===== src/rtl/poc_consts.svh =====
// offsets, field positions, reset values and timing counts of the pwm output controller
`ifndef POC_CONSTS_SVH
`define POC_CONSTS_SVH
`define POC_A_SWCFG   8'h02
`define POC_A_PWRREQ  8'h03
`define POC_A_LOOPPH  8'h53
`define POC_A_PINFN   8'h60
`define POC_A_PINRT   8'h64
`define POC_A_STATE   8'h68
`define POC_A_PHSEL   8'h6A
`define POC_A_SSEN    8'h6B
`define POC_A_SSRATE  8'h6C
`define POC_B_MONO    2
`define POC_B_CHSHIFT 0
`define POC_B_FASTTRI 2
`define POC_RST_REG   8'h00
`define POC_SS_ON     2'h3
`define POC_SYNC_ON   2'h3
`define POC_CLK_HZ    100000000
`define POC_FSW_HZ    768000
`define POC_PER_CYC   (`POC_CLK_HZ / `POC_FSW_HZ)
`define POC_DEV5      (`POC_PER_CYC * 5 / 200)
`define POC_DEV10     (`POC_PER_CYC * 10 / 200)
`define POC_DEV20     (`POC_PER_CYC * 20 / 200)
`define POC_DEV25     (`POC_PER_CYC * 25 / 200)
`define POC_TRI_MID   8
`define POC_SLOTS     8
`endif


===== src/rtl/poc_pkg.sv =====
// types of the pwm output controller
package poc_pkg;
	typedef enum logic [1:0] {
		PM_DEEP  = 2'b00,
		PM_SLEEP = 2'b01,
		PM_HIZ   = 2'b10,
		PM_PLAY  = 2'b11
	} poc_pm_t;

	typedef struct packed {
		logic [7:0] swCfg;
		logic [7:0] pwrReq;
		logic [7:0] loopPh;
		logic [7:0] pinFn;
		logic [7:0] pinRt;
		logic [7:0] phSel;
		logic [7:0] ssEn;
		logic [7:0] ssRate;
	} poc_regs_t;

	typedef struct packed {
		logic [1:0] positive_output;
		logic [1:0] negative_output;
		logic [1:0] drvEn;
	} poc_out_t;

	typedef struct packed {
		poc_regs_t  regs;
		poc_pm_t    pm;
		logic [7:0] cnt;
		logic [4:0] triPh;
		logic [7:0] perLen;
		logic [7:0] ampA;
		logic [7:0] ampB;
		logic       syncPrev;
		logic       clkPrev;
		logic [7:0] rdData;
		poc_out_t   out;
	} poc_state_t;
endpackage


===== src/rtl/poc_core.sv =====
// pwm output stage control: mapping, spread spectrum, phase, power state, modulation
// Operation
// - one bit of switching config picks stereo bridge or paralleled mono
// - stereo: left drives pair A, right drives pair B independently
// - mono: left sample feeds both output pairs
// - spread spectrum only when enable register has both bits set
// - rate code: bit 2 picks 24k or 48k triangle, low bits spread 5-25%
// - bit 0 of loop/phase register shifts channel B by 180 degrees
// - four phase slots, neighbouring slots 45 degrees apart
// - clock alignment: audio clock restarts while in hiz, device aligns itself
// - play request with sync waits in hiz, readback shows hiz
// - rising edge on sync pin moves waiting devices into play
// - state 00 deep sleep, outputs off
// - state 01 sleep, outputs off
// - state 10 only output drivers in high impedance
// - state 11 play, also straight from deep sleep
// - three-level: outputs rail to rail, in phase at zero input
// - positive value: positive duty above half, negative below
// - negative value: positive duty below half, negative above
`timescale 1ns/10ps
`include "poc_consts.svh"
module poc_core (
	input  wire logic              sys_clk,     // 100 MHz clock
	input  wire logic              rstn,        // async reset, active low
	input  wire logic              clkEn,       // freezes all state except the reset synchroniser when low
	input  wire logic              regWr,       // register write strobe
	input  wire logic              regRd,       // register read strobe
	input  wire logic [7:0]        regAddr,     // register offset
	input  wire logic [7:0]        regWrData,   // write data
	output logic [7:0]             regRdData,   // read data, one cycle after regRd
	input  wire logic [15:0]       leftSample,  // signed left audio sample
	input  wire logic [15:0]       rightSample, // signed right audio sample
	input  wire logic              bitClkOn,    // audio bit clock present
	input  wire logic              sync_input_pin, // shared phase sync line
	output poc_pkg::poc_out_t      pwmOut,      // pwm pins and driver enables
	output poc_pkg::poc_pm_t       powerState   // current operating state
);
	logic [1:0]          rstSync_r;
	logic                rstOk;
	poc_pkg::poc_state_t st_r;
	poc_pkg::poc_state_t st_nxt;

	always_ff @(posedge sys_clk or negedge rstn) begin
		if (!rstn) begin
			rstSync_r <= 2'h0;
		end else begin
			rstSync_r <= {rstSync_r[0], 1'b1};
		end
	end
	assign rstOk = rstSync_r[1];

	function automatic logic [7:0] devOf(input logic [1:0] code);
		if (code == 2'h0) begin
			devOf = 8'(`POC_DEV5);
		end else if (code == 2'h1) begin
			devOf = 8'(`POC_DEV10);
		end else if (code == 2'h2) begin
			devOf = 8'(`POC_DEV20);
		end else begin
			devOf = 8'(`POC_DEV25);
		end
	endfunction

	function automatic logic [7:0] ampOf(input logic [15:0] s);
		ampOf = {{2{s[15]}}, s[15:10]};
	endfunction

	// one decode of the offset serves both the write and the read path
	function automatic logic [3:0] regIdx(input logic [7:0] a);
		if (a == `POC_A_SWCFG) begin
			regIdx = 4'h0;
		end else if (a == `POC_A_PWRREQ) begin
			regIdx = 4'h1;
		end else if (a == `POC_A_LOOPPH) begin
			regIdx = 4'h2;
		end else if (a == `POC_A_PINFN) begin
			regIdx = 4'h3;
		end else if (a == `POC_A_PINRT) begin
			regIdx = 4'h4;
		end else if (a == `POC_A_PHSEL) begin
			regIdx = 4'h5;
		end else if (a == `POC_A_SSEN) begin
			regIdx = 4'h6;
		end else if (a == `POC_A_SSRATE) begin
			regIdx = 4'h7;
		end else if (a == `POC_A_STATE) begin
			regIdx = 4'h8;
		end else begin
			regIdx = 4'hF;
		end
	endfunction

	function automatic logic [7:0] rdMux(
		input poc_pkg::poc_regs_t r,
		input poc_pkg::poc_pm_t   pm,
		input logic [3:0]         idx
	);
		if (idx == 4'h0) begin
			rdMux = r.swCfg;
		end else if (idx == 4'h1) begin
			rdMux = r.pwrReq;
		end else if (idx == 4'h2) begin
			rdMux = r.loopPh;
		end else if (idx == 4'h3) begin
			rdMux = r.pinFn;
		end else if (idx == 4'h4) begin
			rdMux = r.pinRt;
		end else if (idx == 4'h5) begin
			rdMux = r.phSel;
		end else if (idx == 4'h6) begin
			rdMux = r.ssEn;
		end else if (idx == 4'h7) begin
			rdMux = r.ssRate;
		end else if (idx == 4'h8) begin
			rdMux = {6'h00, pm};
		end else begin
			rdMux = 8'h00;
		end
	endfunction

	// clkPrev starts high so a bit clock already running at reset is no restart
	localparam poc_pkg::poc_state_t ST_RST = '{
		regs:     '0,
		pm:       poc_pkg::PM_DEEP,
		cnt:      8'h00,
		triPh:    5'h00,
		perLen:   8'(`POC_PER_CYC),
		ampA:     8'h00,
		ampB:     8'h00,
		syncPrev: 1'b0,
		clkPrev:  1'b1,
		rdData:   8'h00,
		out:      '0
	};

	logic               mono;
	logic               ssOn;
	logic               syncEn;
	logic               pinSync;
	logic               syncRise;
	logic               clkStart;
	logic               syncEvt;
	logic               waitSync;
	logic               alignEvt;
	logic               perEnd;
	logic [1:0]         slot;
	logic [3:0]         rdIdx;
	logic [4:0]         triStep;
	logic [4:0]         triLvl;
	logic [7:0]         dev;
	logic [7:0]         slotOff;
	logic [7:0]         half;
	logic [7:0]         perNext;
	logic [8:0]         cntB;
	logic signed [15:0] offProd;
	poc_pkg::poc_pm_t   pmReq;
	logic [7:0]         chCnt [2];
	logic [7:0]         chAmp [2];
	logic [1:0]         chPos;
	logic [1:0]         chNeg;

	always_comb begin
		pmReq    = poc_pkg::poc_pm_t'(st_r.regs.pwrReq[1:0]);
		mono     = st_r.regs.swCfg[`POC_B_MONO];
		ssOn     = st_r.regs.ssEn[1:0] == `POC_SS_ON;
		syncEn   = st_r.regs.phSel[1:0] == `POC_SYNC_ON;
		slot     = st_r.regs.phSel[3:2];
		pinSync  = st_r.regs.pinRt != 8'h00;
		syncRise = sync_input_pin && !st_r.syncPrev;
		clkStart = bitClkOn && !st_r.clkPrev;
		// a routed sync pin takes over from the bit clock restart
		syncEvt  = pinSync ? syncRise : clkStart;
		waitSync = syncEn
			&& (pmReq == poc_pkg::PM_PLAY)
			&& (st_r.pm != poc_pkg::PM_PLAY);
		alignEvt = syncEn && syncEvt && (st_r.pm == poc_pkg::PM_HIZ);
		dev      = devOf(st_r.regs.ssRate[1:0]);
		triStep  = st_r.regs.ssRate[`POC_B_FASTTRI] ? 5'h02 : 5'h01;
		slotOff  = 8'((32'(slot) * `POC_PER_CYC) / `POC_SLOTS);
		half     = {1'b0, st_r.perLen[7:1]};
		perEnd   = st_r.cnt >= (st_r.perLen - 8'h01);
		triLvl   = st_r.triPh[4] ? 5'(6'h20 - {1'b0, st_r.triPh}) : st_r.triPh;
		offProd  = 16'(($signed({11'h000, triLvl}) - 16'(`POC_TRI_MID))
			* $signed({8'h00, dev}));
		// period deviates by at most dev either side of the centre
		if (ssOn) begin
			perNext = 8'(16'(`POC_PER_CYC) + (offProd >>> 3));
		end else begin
			perNext = 8'(`POC_PER_CYC);
		end
		cntB     = {1'b0, st_r.cnt} + {1'b0, half};
		if (cntB >= {1'b0, st_r.perLen}) begin
			cntB = cntB - {1'b0, st_r.perLen};
		end
		chCnt[0] = st_r.cnt;
		chCnt[1] = st_r.regs.loopPh[`POC_B_CHSHIFT] ? cntB[7:0] : st_r.cnt;
		chAmp[0] = st_r.ampA;
		chAmp[1] = st_r.ampB;
		rdIdx    = regIdx(regAddr);
	end

	// both outputs of a channel start high together; amplitude splits the duty
	for (genvar g = 0; g < 2; g++) begin : gen_chan
		logic signed [9:0] posDuty;
		logic signed [9:0] negDuty;
		assign posDuty  = $signed({2'h0, half}) + $signed({{2{chAmp[g][7]}}, chAmp[g]});
		assign negDuty  = $signed({2'h0, half}) - $signed({{2{chAmp[g][7]}}, chAmp[g]});
		assign chPos[g] = $signed({2'h0, chCnt[g]}) < posDuty;
		assign chNeg[g] = $signed({2'h0, chCnt[g]}) < negDuty;
	end

	always_comb begin
		st_nxt          = st_r;
		st_nxt.syncPrev = sync_input_pin;
		st_nxt.clkPrev  = bitClkOn;
		if (regWr) begin
			if (rdIdx == 4'h0) begin
				st_nxt.regs.swCfg = regWrData;
			end else if (rdIdx == 4'h1) begin
				st_nxt.regs.pwrReq = regWrData;
			end else if (rdIdx == 4'h2) begin
				st_nxt.regs.loopPh = regWrData;
			end else if (rdIdx == 4'h3) begin
				st_nxt.regs.pinFn = regWrData;
			end else if (rdIdx == 4'h4) begin
				st_nxt.regs.pinRt = regWrData;
			end else if (rdIdx == 4'h5) begin
				st_nxt.regs.phSel = regWrData;
			end else if (rdIdx == 4'h6) begin
				st_nxt.regs.ssEn = regWrData;
			end else if (rdIdx == 4'h7) begin
				st_nxt.regs.ssRate = regWrData;
			end
		end
		if (regRd) begin
			st_nxt.rdData = rdMux(st_r.regs, st_r.pm, rdIdx);
		end
		// a synchronised play request parks in hiz until the shared event
		if (waitSync) begin
			if (syncEvt && (st_r.pm == poc_pkg::PM_HIZ)) begin
				st_nxt.pm = poc_pkg::PM_PLAY;
			end else begin
				st_nxt.pm = poc_pkg::PM_HIZ;
			end
		end else begin
			st_nxt.pm = pmReq;
		end
		if (alignEvt) begin
			st_nxt.cnt   = slotOff;
			st_nxt.triPh = 5'h00;
		end else if (perEnd) begin
			st_nxt.cnt    = 8'h00;
			st_nxt.perLen = perNext;
			st_nxt.triPh  = 5'(st_r.triPh + triStep);
			// samples are held for a whole carrier period to keep pulses clean
			st_nxt.ampA   = ampOf(leftSample);
			if (mono) begin
				st_nxt.ampB = ampOf(leftSample);
			end else begin
				st_nxt.ampB = ampOf(rightSample);
			end
		end else begin
			st_nxt.cnt = 8'(st_r.cnt + 8'h01);
		end
		if (st_nxt.pm == poc_pkg::PM_PLAY) begin
			st_nxt.out.drvEn = 2'h3;
		end else begin
			st_nxt.out.drvEn = 2'h0;
		end
		st_nxt.out.positive_output = chPos & st_nxt.out.drvEn;
		st_nxt.out.negative_output = chNeg & st_nxt.out.drvEn;
	end

	always_ff @(posedge sys_clk or negedge rstOk) begin
		if (!rstOk) begin
			st_r <= ST_RST;
		end else if (clkEn) begin
			st_r <= st_nxt;
		end
	end

	assign pwmOut     = st_r.out;
	assign powerState = st_r.pm;
	assign regRdData  = st_r.rdData;
endmodule


===== config.mk =====
export PLATFORM = sky130hd
export DESIGN_NAME = poc_core
export DESIGN_NICKNAME = d
export VERILOG_FILES = /design/src/rtl/poc_pkg.sv /design/src/rtl/poc_core.sv
export VERILOG_INCLUDE_DIRS = /design/src /design/src/rtl
export SDC_FILE = /design/constraint.sdc
export NUM_CORES = 1
export LEC_CHECK = 0
export BUFFER_PORTS_ARGS = -buffer_cell sky130_fd_sc_hd__buf_2
export CAP_MARGIN = 25
export CORE_MARGIN = 8
export CORE_UTILIZATION = 55
export CTS_CLUSTER_DIAMETER = 120
export DETAILED_ROUTE_END_ITERATION = 10
export PLACE_DENSITY = 0.74
export SYNTH_ARGS = -nofsm -noshare
export SYNTH_HDL_FRONTEND = slang
export SYNTH_SLANG_ARGS = --single-unit

===== constraint.sdc =====
create_clock -name sys_clk -period 5.5 [get_ports sys_clk]
set_input_delay 1.1 -clock sys_clk [delete_from_list [all_inputs] [get_ports sys_clk]]
set_output_delay 1.1 -clock sys_clk [all_outputs]
set_load 0.005 [all_outputs]

# Word-level counts from Yosys, hierarchy flattened
# Index checks and enable logic that the tools add are counted.
[word_totals]
reg_bits = 119
latch_bits = 0
ram_bits = 0
romBits = 0
inputBits = 55
output_inout_bits = 16
wordCells = 134
mem_count = 0
[classes]
add_sub_neg = 12
multipliers = 2
div = 0
n_lt_le_gt_ge = 6
eq_ne = 25
shifts = 0
n_mux = 34
bitwise_logic = 10
reduce_logical = 24
[op_table]
columns = ["op", "n"]
rows = [
  ["2-to-1 mux 8 bit", 14],
  ["equality test 8 x 7 -> 1 bit (second input constant)", 7],
  ["less-than comparator 9 bit", 4],
  ["2-to-1 mux 4 bit", 8],
  ["2-to-1 mux 29 bit", 1],
  ["equality test 4 x 3 -> 1 bit (second input constant)", 4],
  ["equality test 8 x 2 -> 1 bit (second input constant)", 2],
  ["2-to-1 mux 5 bit", 3],
  ["2-to-1 mux 13 bit", 1],
  ["equality test 2 bit (second input constant)", 6],
  ["multiplier 6 x 9 -> 11 bit", 1],
  ["AND reduction 10 bit", 1],
  ["adder 8 x 6 -> 9 bit", 1],
  ["adder 8 x 7 -> 9 bit", 1],
  ["adder 8 x 8 -> 9 bit", 1],
  [">= comparator 9 x 8 -> 1 bit", 1],
  ["multiplier 2 x 7 -> 9 bit (second input constant)", 1],
  ["AND reduction 9 bit", 1],
  ["subtractor 8 x 6 -> 9 bit", 1],
  ["subtractor 8 x 8 -> 9 bit", 1],
  ["adder 8 x 1 -> 8 bit (second input constant)", 1],
  ["adder 8 bit (first input constant)", 1],
  ["equality test 4 x 2 -> 1 bit (second input constant)", 2],
  [">= comparator 8 bit", 1],
  ["27 further kinds", 48],
]

# Depth between registers and ports, before layout
# Gate-level depths: netlist of run 1.
[depth]
depth_word = 20
depth_mapped = 24
ltp_nobuf = 24

# Worst setup path before layout of run 1
# OpenSTA, ideal clock, no wires.
[synth_timing]
path_type = "register -> register"
startpoint = "register st_r[42] (netlist bit)"
endpoint = "register st_r (netlist bit half[5])"
setup_time_ps = 83
t_arrival_ps = 5381
required_time_ps = 5417
path_slack_ps = 36
stages_incl_launch_ff = 20
n_path_buf = 1
period_less_slack_ps = 5464
path_cell_list = "dfrtp_1 clkbuf_1 o31ai_1 xor2_1 ha_1 or2_2 fa_1 fa_1 fa_1 fa_1 inv_1 fa_1 a21oi_1 nor2_1 nor2_1 xnor2_1 nand3_1 xor2_1 or3_1 o21ai_0"
[synth_via]
elab_chain_len = 6
[synth_rtl]
columns = ["item", "line", "text"]
rows = [
  ["start: declaration", "poc_core.sv:40", "poc_pkg::poc_state_t st_r;"],
  ["start signal: assignment", "poc_core.sv:278", "st_r <= st_nxt;"],
  ["subtractor 1 x 5 -> 5 bit", "poc_core.sv:182", "triLvl = st_r.triPh[4] ? 5'(6'h20 - {1'b0, st_r.triPh}) : st_r.triPh;"],
  ["2-to-1 mux 5 bit (*)", "poc_core.sv:182", ""],
  ["subtractor 5 x 4 -> 6 bit (*)", "poc_core.sv:183", "offProd = 16'(($signed({11'h000, triLvl}) - 16'(`POC_TRI_MID))"],
  ["multiplier 6 x 9 -> 11 bit (*)", "poc_core.sv:183", ""],
  ["adder 8 bit (*)", "poc_core.sv:187", "perNext = 8'(16'(`POC_PER_CYC) + (offProd >>> 3));"],
  ["2-to-1 mux 8 bit (*)", "poc_core.sv:186", "if (ssOn) begin"],
]
# Every way passes the cells marked *; elsewhere a longest branch is shown, timed or not.
# A chain may end at the register's enable or synchronous reset.

# Worst setup path after layout of run 1
[layout_timing]
startpoint = "register st_r[42] (netlist bit)"
endpoint = "register st_r (netlist bit half[6])"
# The elaborated chain is that of the path after synthesis.

==> flow_metrics.tcl, run 1 <==
set metrics [dict create \
    core_utilization_of_the_finished_layout_pct 62.7 \
    cell_area_after_technology_mapping_um2 9350 \
    worstSetupStartpointType "flop" \
    fin_tns_setup_ns 0 \
    post_synth.cell_area_avg_um2 9.67 \
    placementRows 47 \
    synth_top_cell_by_area "dfrtp_1" \
    final_max_slew_viol_count 0 \
    chipHeight_um 146 \
    layout_worst_path_cycle_share_pct 96.1 \
    p_leak_nw 5.05 \
    antenna_violations_before_repair 0 \
    synth_cell_type_count 71 \
    synth_top_area_share_pct 30.3 \
    grt_max_degree 66 \
    timing_hold_violations_final 0 \
    holdBufCountCts 0 \
    global_route.overflow_total 0 \
    synth.ff_latch_count 116 \
    layout-drive-gt1-share_pct 20.2 \
    critPathKind "reg -> reg" \
    numClockSinks 116 \
    worst_path_clk_slew_ns 0.06 \
    ant_diodes 0 \
    crit_path_max_fanout 4 \
    worst_voltage_drop_across_the_vdd_grid_mv 0.315 \
    cts_tree "built" \
    layout.cells.most_common "ha_1" \
    synth_ff_type "dfrtp_1" \
    status "completed" \
    synth_cells 966 \
    end_kind "flop" \
    worst-slew-pin-transition_ns 0.905 \
    gp_routability_congestion 0.916 \
    detail_route.wl_per_cell_um 17.7 \
    worstPathArrival_ns 5.61 \
    report.final.setup_viol 0 \
    cts_inserted_buffers 17 \
    yosysWarningCount 0 \
    grt_pass1_wl_um 37300 \
    final.min_clock_period_ns 5.29 \
    dieArea_um2 21400 \
    place.detailed.hpwl_um 16600 \
    totalWireLength_um 22100 \
    grt_total_usage_pct 21.2 \
    die_w_um 146 \
    io_buffer_count 50 \
    areal_power_density_over_the_cells_nw_per_um2 520 \
    min_path_type "reg -> reg" \
    timing.max_cap.violations 0 \
    timing.clock.skew_ns 0.0107 \
    synth_nets 1155 \
    drt_iter0_drc 389 \
    main_area_contributors_after_synthesis "dfrtp_1, ha_1, mux2_2" \
    num_io_pins 71 \
    asyncSetResetFlopFracSynth_pct 100 \
    start_util_pct 56.4 \
    via_count_of_the_first_global_routing_pass 7608 \
    drt_pass1_iterations 5 \
    synth-edff-count 0 \
    leading_cell_types_in_the_layout_fill_and_taps_excluded "ha_1, dfrtp_1, inv_1" \
    num_vias 7257 \
    area_delta_synth_final_pct 11.2 \
    cts.root.buffer_cell "clkbuf_16" \
    htree_num_levels 4 \
    drc 0 \
    cts_buffer_depth 2 \
    cp_data_required_time_ns 5.82 \
    synth_seq_area_share_pct 31.1 \
    max_freq_ghz 0.189 \
    timing.slew.headroom_pct 39.5 \
    nets 1204 \
    drtAntennaViolNets 0 \
    vias_per_cell 5.81 \
    placeable_area_um2 16600 \
    clk_latency_worst_skew_pair_ns 0.42 \
]
power by group:
part / total [W] / internal [W] / switching (W)
clock network: 0.00107 / 0.000638 / 0.000435
logic: 0.00325 / 0.00151 / 0.00173
registers: 0.00109 / 0.000953 / 0.000133
total: 0.00541 / 0.00310 / 0.00230
per-stage QoR:
stage	std cells	hold slack (ns)	cell area, um^2	setup WS, ns	total power, W
after floorplan	966	0.331	9350	0.0360	0.00361
final	1248	0.351	10400	0.214	0.00541
after CTS	1245	0.353	10300	0.0377	0.00537
after global placement	1213	0.336	9770	0.117	0.00416
after global routing	1248	0.357	10400	-0.0465	0.00592
after detailed placement	1213	0.340	9770	0.0508	0.00426
routing by layer:
layer,global-route usage [%],wire (um)
met4,7.78,508
met3,3.74,1030
met1,25.7,9620
met2,37.0,10900
met5,0,0
sequential cells by signal, summed over array words and instances, names as in the netlist:
signal and flops:
mono 1, chCnt 8, slot 2, powerState 2, chAmp 12, rstSync_r 2, regRdData 8, half 7
pwmOut 5, pmReq 2, st_r 67
synth_stat cells (11+ instances only):
master and number:
nand3_1 23, fa_1 20, xnor2_1 51, a21o_1 14, nor3_1 11, o21ai_0 58
a21oi_1 51, dfrtp_1 113, nor2_1 41, nand2b_1 18, o21a_1 15, clkbuf_1 17
ha_1 114, inv_1 75, o22ai_1 12, mux2i_1 19, nand2_1 72, mux2_2 71
buf_4 19, nor2b_1 15, o21bai_1 16
logic make-up after synthesis:
family                     after synthesis  synth area share, %
and+or+nand+nor                        235                 13.1
AOI/OAI and AO/OA                      211                 14.3
adders and majority gates              135                 19.7
buffers and inverters                  119                 5.73
DFF                                    116                 31.1
muxes                                   90                 10.6
xor gates and xnor gates                59                 5.53
other                                    1               0.0401
final cells by class:
class	count	area, um^2
Tap cell	220	275
Sequential cell	116	2910
Inverter	76	285
Clock inverter	13	123
Fill cell	1410	6190
Timing Repair Buffer	73	423
Multi-Input combinational cell	731	5930
Clock buffer	19	443
path summary, 6_finish.rpt:
path | from | endpoint | slack [ns] | cells after the start
setup / recovery | st_r[42] | half[6] | 0.21 | 18
hold / removal | rstSync_r[0] | rstSync_r[1] | 0.35 | 0
setup reg to reg | st_r[42] | half[6] | 0.21 | 18
hold reg to reg | rstSync_r[0] | rstSync_r[1] | 0.35 | 0
max in group asynchronous | rstSync_r[1] | chAmp[10] | 3.84 | 1
min in group asynchronous | rstSync_r[1] | st_r[15] | 0.36 | 0
what timing repair did:
item,4_1_cts,5_1_grt
buffers inserted,0,2
setup endpoints to repair,0,5
hold endpoints to repair,0,0
gates resized for setup,0,8
worst max-delay path, stage by stage (launching register included):
cell and delay, ns:
dfrtp_1 0.39, o31ai_2 0.26, xor2_1 0.22, ha_1 0.31
or2_2 0.32, fa_1 0.46, fa_1 0.58, fa_1 0.45
fa_1 0.54, inv_1 0.07, ha_1 0.29, a21o_1 0.18
a21oi_2 0.15, xnor2_1 0.19, and3_1 0.25, nand3_1 0.09
xnor2_1 0.18, nor3_1 0.07, a21oi_1 0.18
Power figures use the tool's default switching activity.
==> run 2, diff against run 1 <==
--- a/config.mk
+++ b/config.mk
@@ -12,7 +12,7 @@
 export CORE_UTILIZATION = 55
 export CTS_CLUSTER_DIAMETER = 120
 export DETAILED_ROUTE_END_ITERATION = 10
-export PLACE_DENSITY = 0.74
+export PLACE_DENSITY = 0.77
 export SYNTH_ARGS = -nofsm -noshare
 export SYNTH_HDL_FRONTEND = slang
 export SYNTH_SLANG_ARGS = --single-unit
==> constraint.sdc (replaced) <==
create_clock -name sys_clk -period 4.35 [get_ports sys_clk]
set_input_delay 0.87 -clock sys_clk [delete_from_list [all_inputs] [get_ports sys_clk]]
set_output_delay 0.87 -clock sys_clk [all_outputs]
set_load 0.005 [all_outputs]
==> flow_metrics.tcl, run 2 (synthesis gave the netlist of run 1 again) <==
set metrics [dict create \
    worst-slew-pin-transition_ns 0.880 \
    rr_startpoint "st_r[40]" \
    cts_inserted_buffers 17 \
    detail_route.wl_per_cell_um 18.2 \
    gp_routability_congestion 0.898 \
    timing.clock.skew_ns 0.0158 \
    ff2ff_path_depth 21 \
    area_delta_synth_final_pct 20.2 \
    fin_tns_setup_ns -3.12 \
    num_vias 7579 \
    start_util_pct 56.4 \
    crit_path_max_fanout 2 \
    status "complete, but fails checks" \
    chipHeight_um 146 \
    critPathKind "reg -> reg" \
    drt_pass1_iterations 5 \
    end_kind "flop" \
    violations "negative setup slack" \
    via_count_of_the_first_global_routing_pass 7845 \
    placeable_area_um2 16600 \
    number_of_flip_flops_in_the_largest_register 67 \
    grt_max_degree 54 \
    holdBufCountCts 0 \
    drt_iter0_drc 490 \
    postLayoutSetupSlackWorst_ns -0.632 \
    cts.root.buffer_cell "clkbuf_16" \
    worst_path_clk_slew_ns 0.07 \
    areal_power_density_over_the_cells_nw_per_um2 754 \
    numClockSinks 116 \
    place.detailed.hpwl_um 17100 \
    global_route.overflow_total 0 \
    timing.max_cap.violations 0 \
    drtAntennaViolNets 0 \
    placementRows 47 \
    worst_voltage_drop_across_the_vdd_grid_mv 0.500 \
    totalWireLength_um 23800 \
    vias_per_cell 5.78 \
    fillers 1238 \
    reg2reg_setup_slack_ns -0.63 \
    min_path_type "in -> async" \
    cts_buffer_depth 2 \
    nets 1267 \
    totalPowerFinal_w 0.00848 \
    num_io_pins 71 \
    crit_path_top_delay_cell "fa_1" \
    drc 0 \
    report.final.setup_viol 7 \
    worstPathArrival_ns 5.33 \
    htree_num_levels 4 \
    leading_cell_types_in_the_layout_fill_and_taps_excluded "dfrtp_1, ha_1, buf_4" \
    timing.slew.headroom_pct 41.4 \
    antenna_violations_before_repair 0 \
    clk_latency_worst_skew_pair_ns 0.43 \
    layout_worst_path_cycle_share_pct 115 \
    pre_cts_setup_slack_ns -0.682 \
    hold_ws_ns 0.209 \
    die_w_um 146 \
    layout-drive-gt1-share_pct 28.5 \
    p_leak_nw 5.45 \
    max_freq_ghz 0.201 \
    rsz0062_at_grt "true" \
    registers.top_by_ff_count "st_r" \
    most_repeated_library_cell_on_the_critical_path "fa_1" \
    ant_diodes 0 \
    worstSetupStartpointType "flop" \
    dpl_cell_area_um2 10300 \
    r2r-end "half[6]" \
    dieArea_um2 21400 \
    critical_path.cell_chain "buf_4 -> inv_1 -> ha_1 -> nand4bb_1 -> ha_1 -> or2_4 -> fa_1 -> fa_1 -> fa_1 -> fa_1 -> inv_2 -> fa_2 -> a21oi_2 -> nor2_1 -> nor2_2 -> o21bai_1 -> a21oi_1 -> xnor2_1 -> xnor2_1 -> nor3_1 -> a21oi_1" \
    layout.cells.most_common "dfrtp_1" \
    finalInstanceArea_um2 11200 \
    final_max_slew_viol_count 0 \
    timing_hold_violations_final 0 \
    timing.critical_path.slowest_cell_delay_ns 0.53 \
    cts_tree "built" \
    cp_data_required_time_ns 4.70 \
    final.min_clock_period_ns 4.98 \
    grt_total_usage_pct 22.0 \
    io_buffer_count 50 \
    grt_pass1_wl_um 38400 \
]
## run 2: changes by cell type in the layout (fill, tap and decap cells not counted), sizes merged
cell	delta
buf	+63
inv	+6
clkinv	-3
clkinvlp	-3
bufinv	+2
clkbuf	-2
## run 2: metrics by stage
step | utilization, % | cells
finish | 67.8 | 1311
global route | 67.8 | 1311
CTS | 66.5 | 1305
detailed placement | 62.0 | 1268
global placement | 62.0 | 1268
floorplan | - | 966
## run 2: cell type report
class | count | area, um^2 | share of cell area (%)
Timing Repair Buffer | 136 | 911 | 8.11
Sequential cell | 116 | 2910 | 25.9
Tap cell | 220 | 275 | 2.45
Clock buffer | 17 | 425 | 3.79
Clock inverter | 15 | 209 | 1.86
Multi-Input combinational cell | 731 | 6220 | 55.3
Inverter | 76 | 285 | 2.54
## run 2: worst max-delay path by stage
stage	cells past startpoint	start	slack [ns]	to
CTS	19	st_r[40]	-0.66	half[6]
detailed placement	19	st_r[40]	-0.68	half[6]
floorplan	18	st_r[40]	-0.72	half[5]
finish	21	st_r[40]	-0.63	half[6]
global route	19	st_r[42]	-0.84	half[6]
global placement	19	st_r[40]	-0.59	half[6]
## run 2: metal layers
layer / track usage (%) / wire [um] / vias to the layer above
li1: - / - / 3615
met2: 37.8 / 11700 / 245
met1: 26.6 / 10300 / 3665
met4: 8.50 / 644 / 0
met3: 4.26 / 1200 / 54
met5: 0 / 0 / -
## run 2: where the power goes
| part | switching (W) | leakage, nW | internal (W) |
|---|---|---|---|
| clock | 0.000616 | 0.311 | 0.000933 |
| combinational | 0.00272 | 3.61 | 0.00284 |
| sequential | 0.000155 | 1.52 | 0.00120 |
| total | 0.00350 | 5.45 | 0.00498 |
## run 2: repair_timing
action	4_1_cts	5_1_grt
setup endpoints to repair	8	8
endpoints found under the hold margin	0	0
gates resized for setup	18	29
setup buffers	5	6
pin swaps	10	29
## run 2: critical path, delay by kind of cell, from the launching register on
kind | cells | cell delay, ns
adder cells (fa/ha/maj) | 7 | 2.76
AND/OR/NAND/NOR | 5 | 0.62
AO/OA/AOI/OAI | 4 | 0.54
flip-flops | 1 | 0.40
XOR/XNOR | 2 | 0.34
buffers and inverters | 3 | 0.25
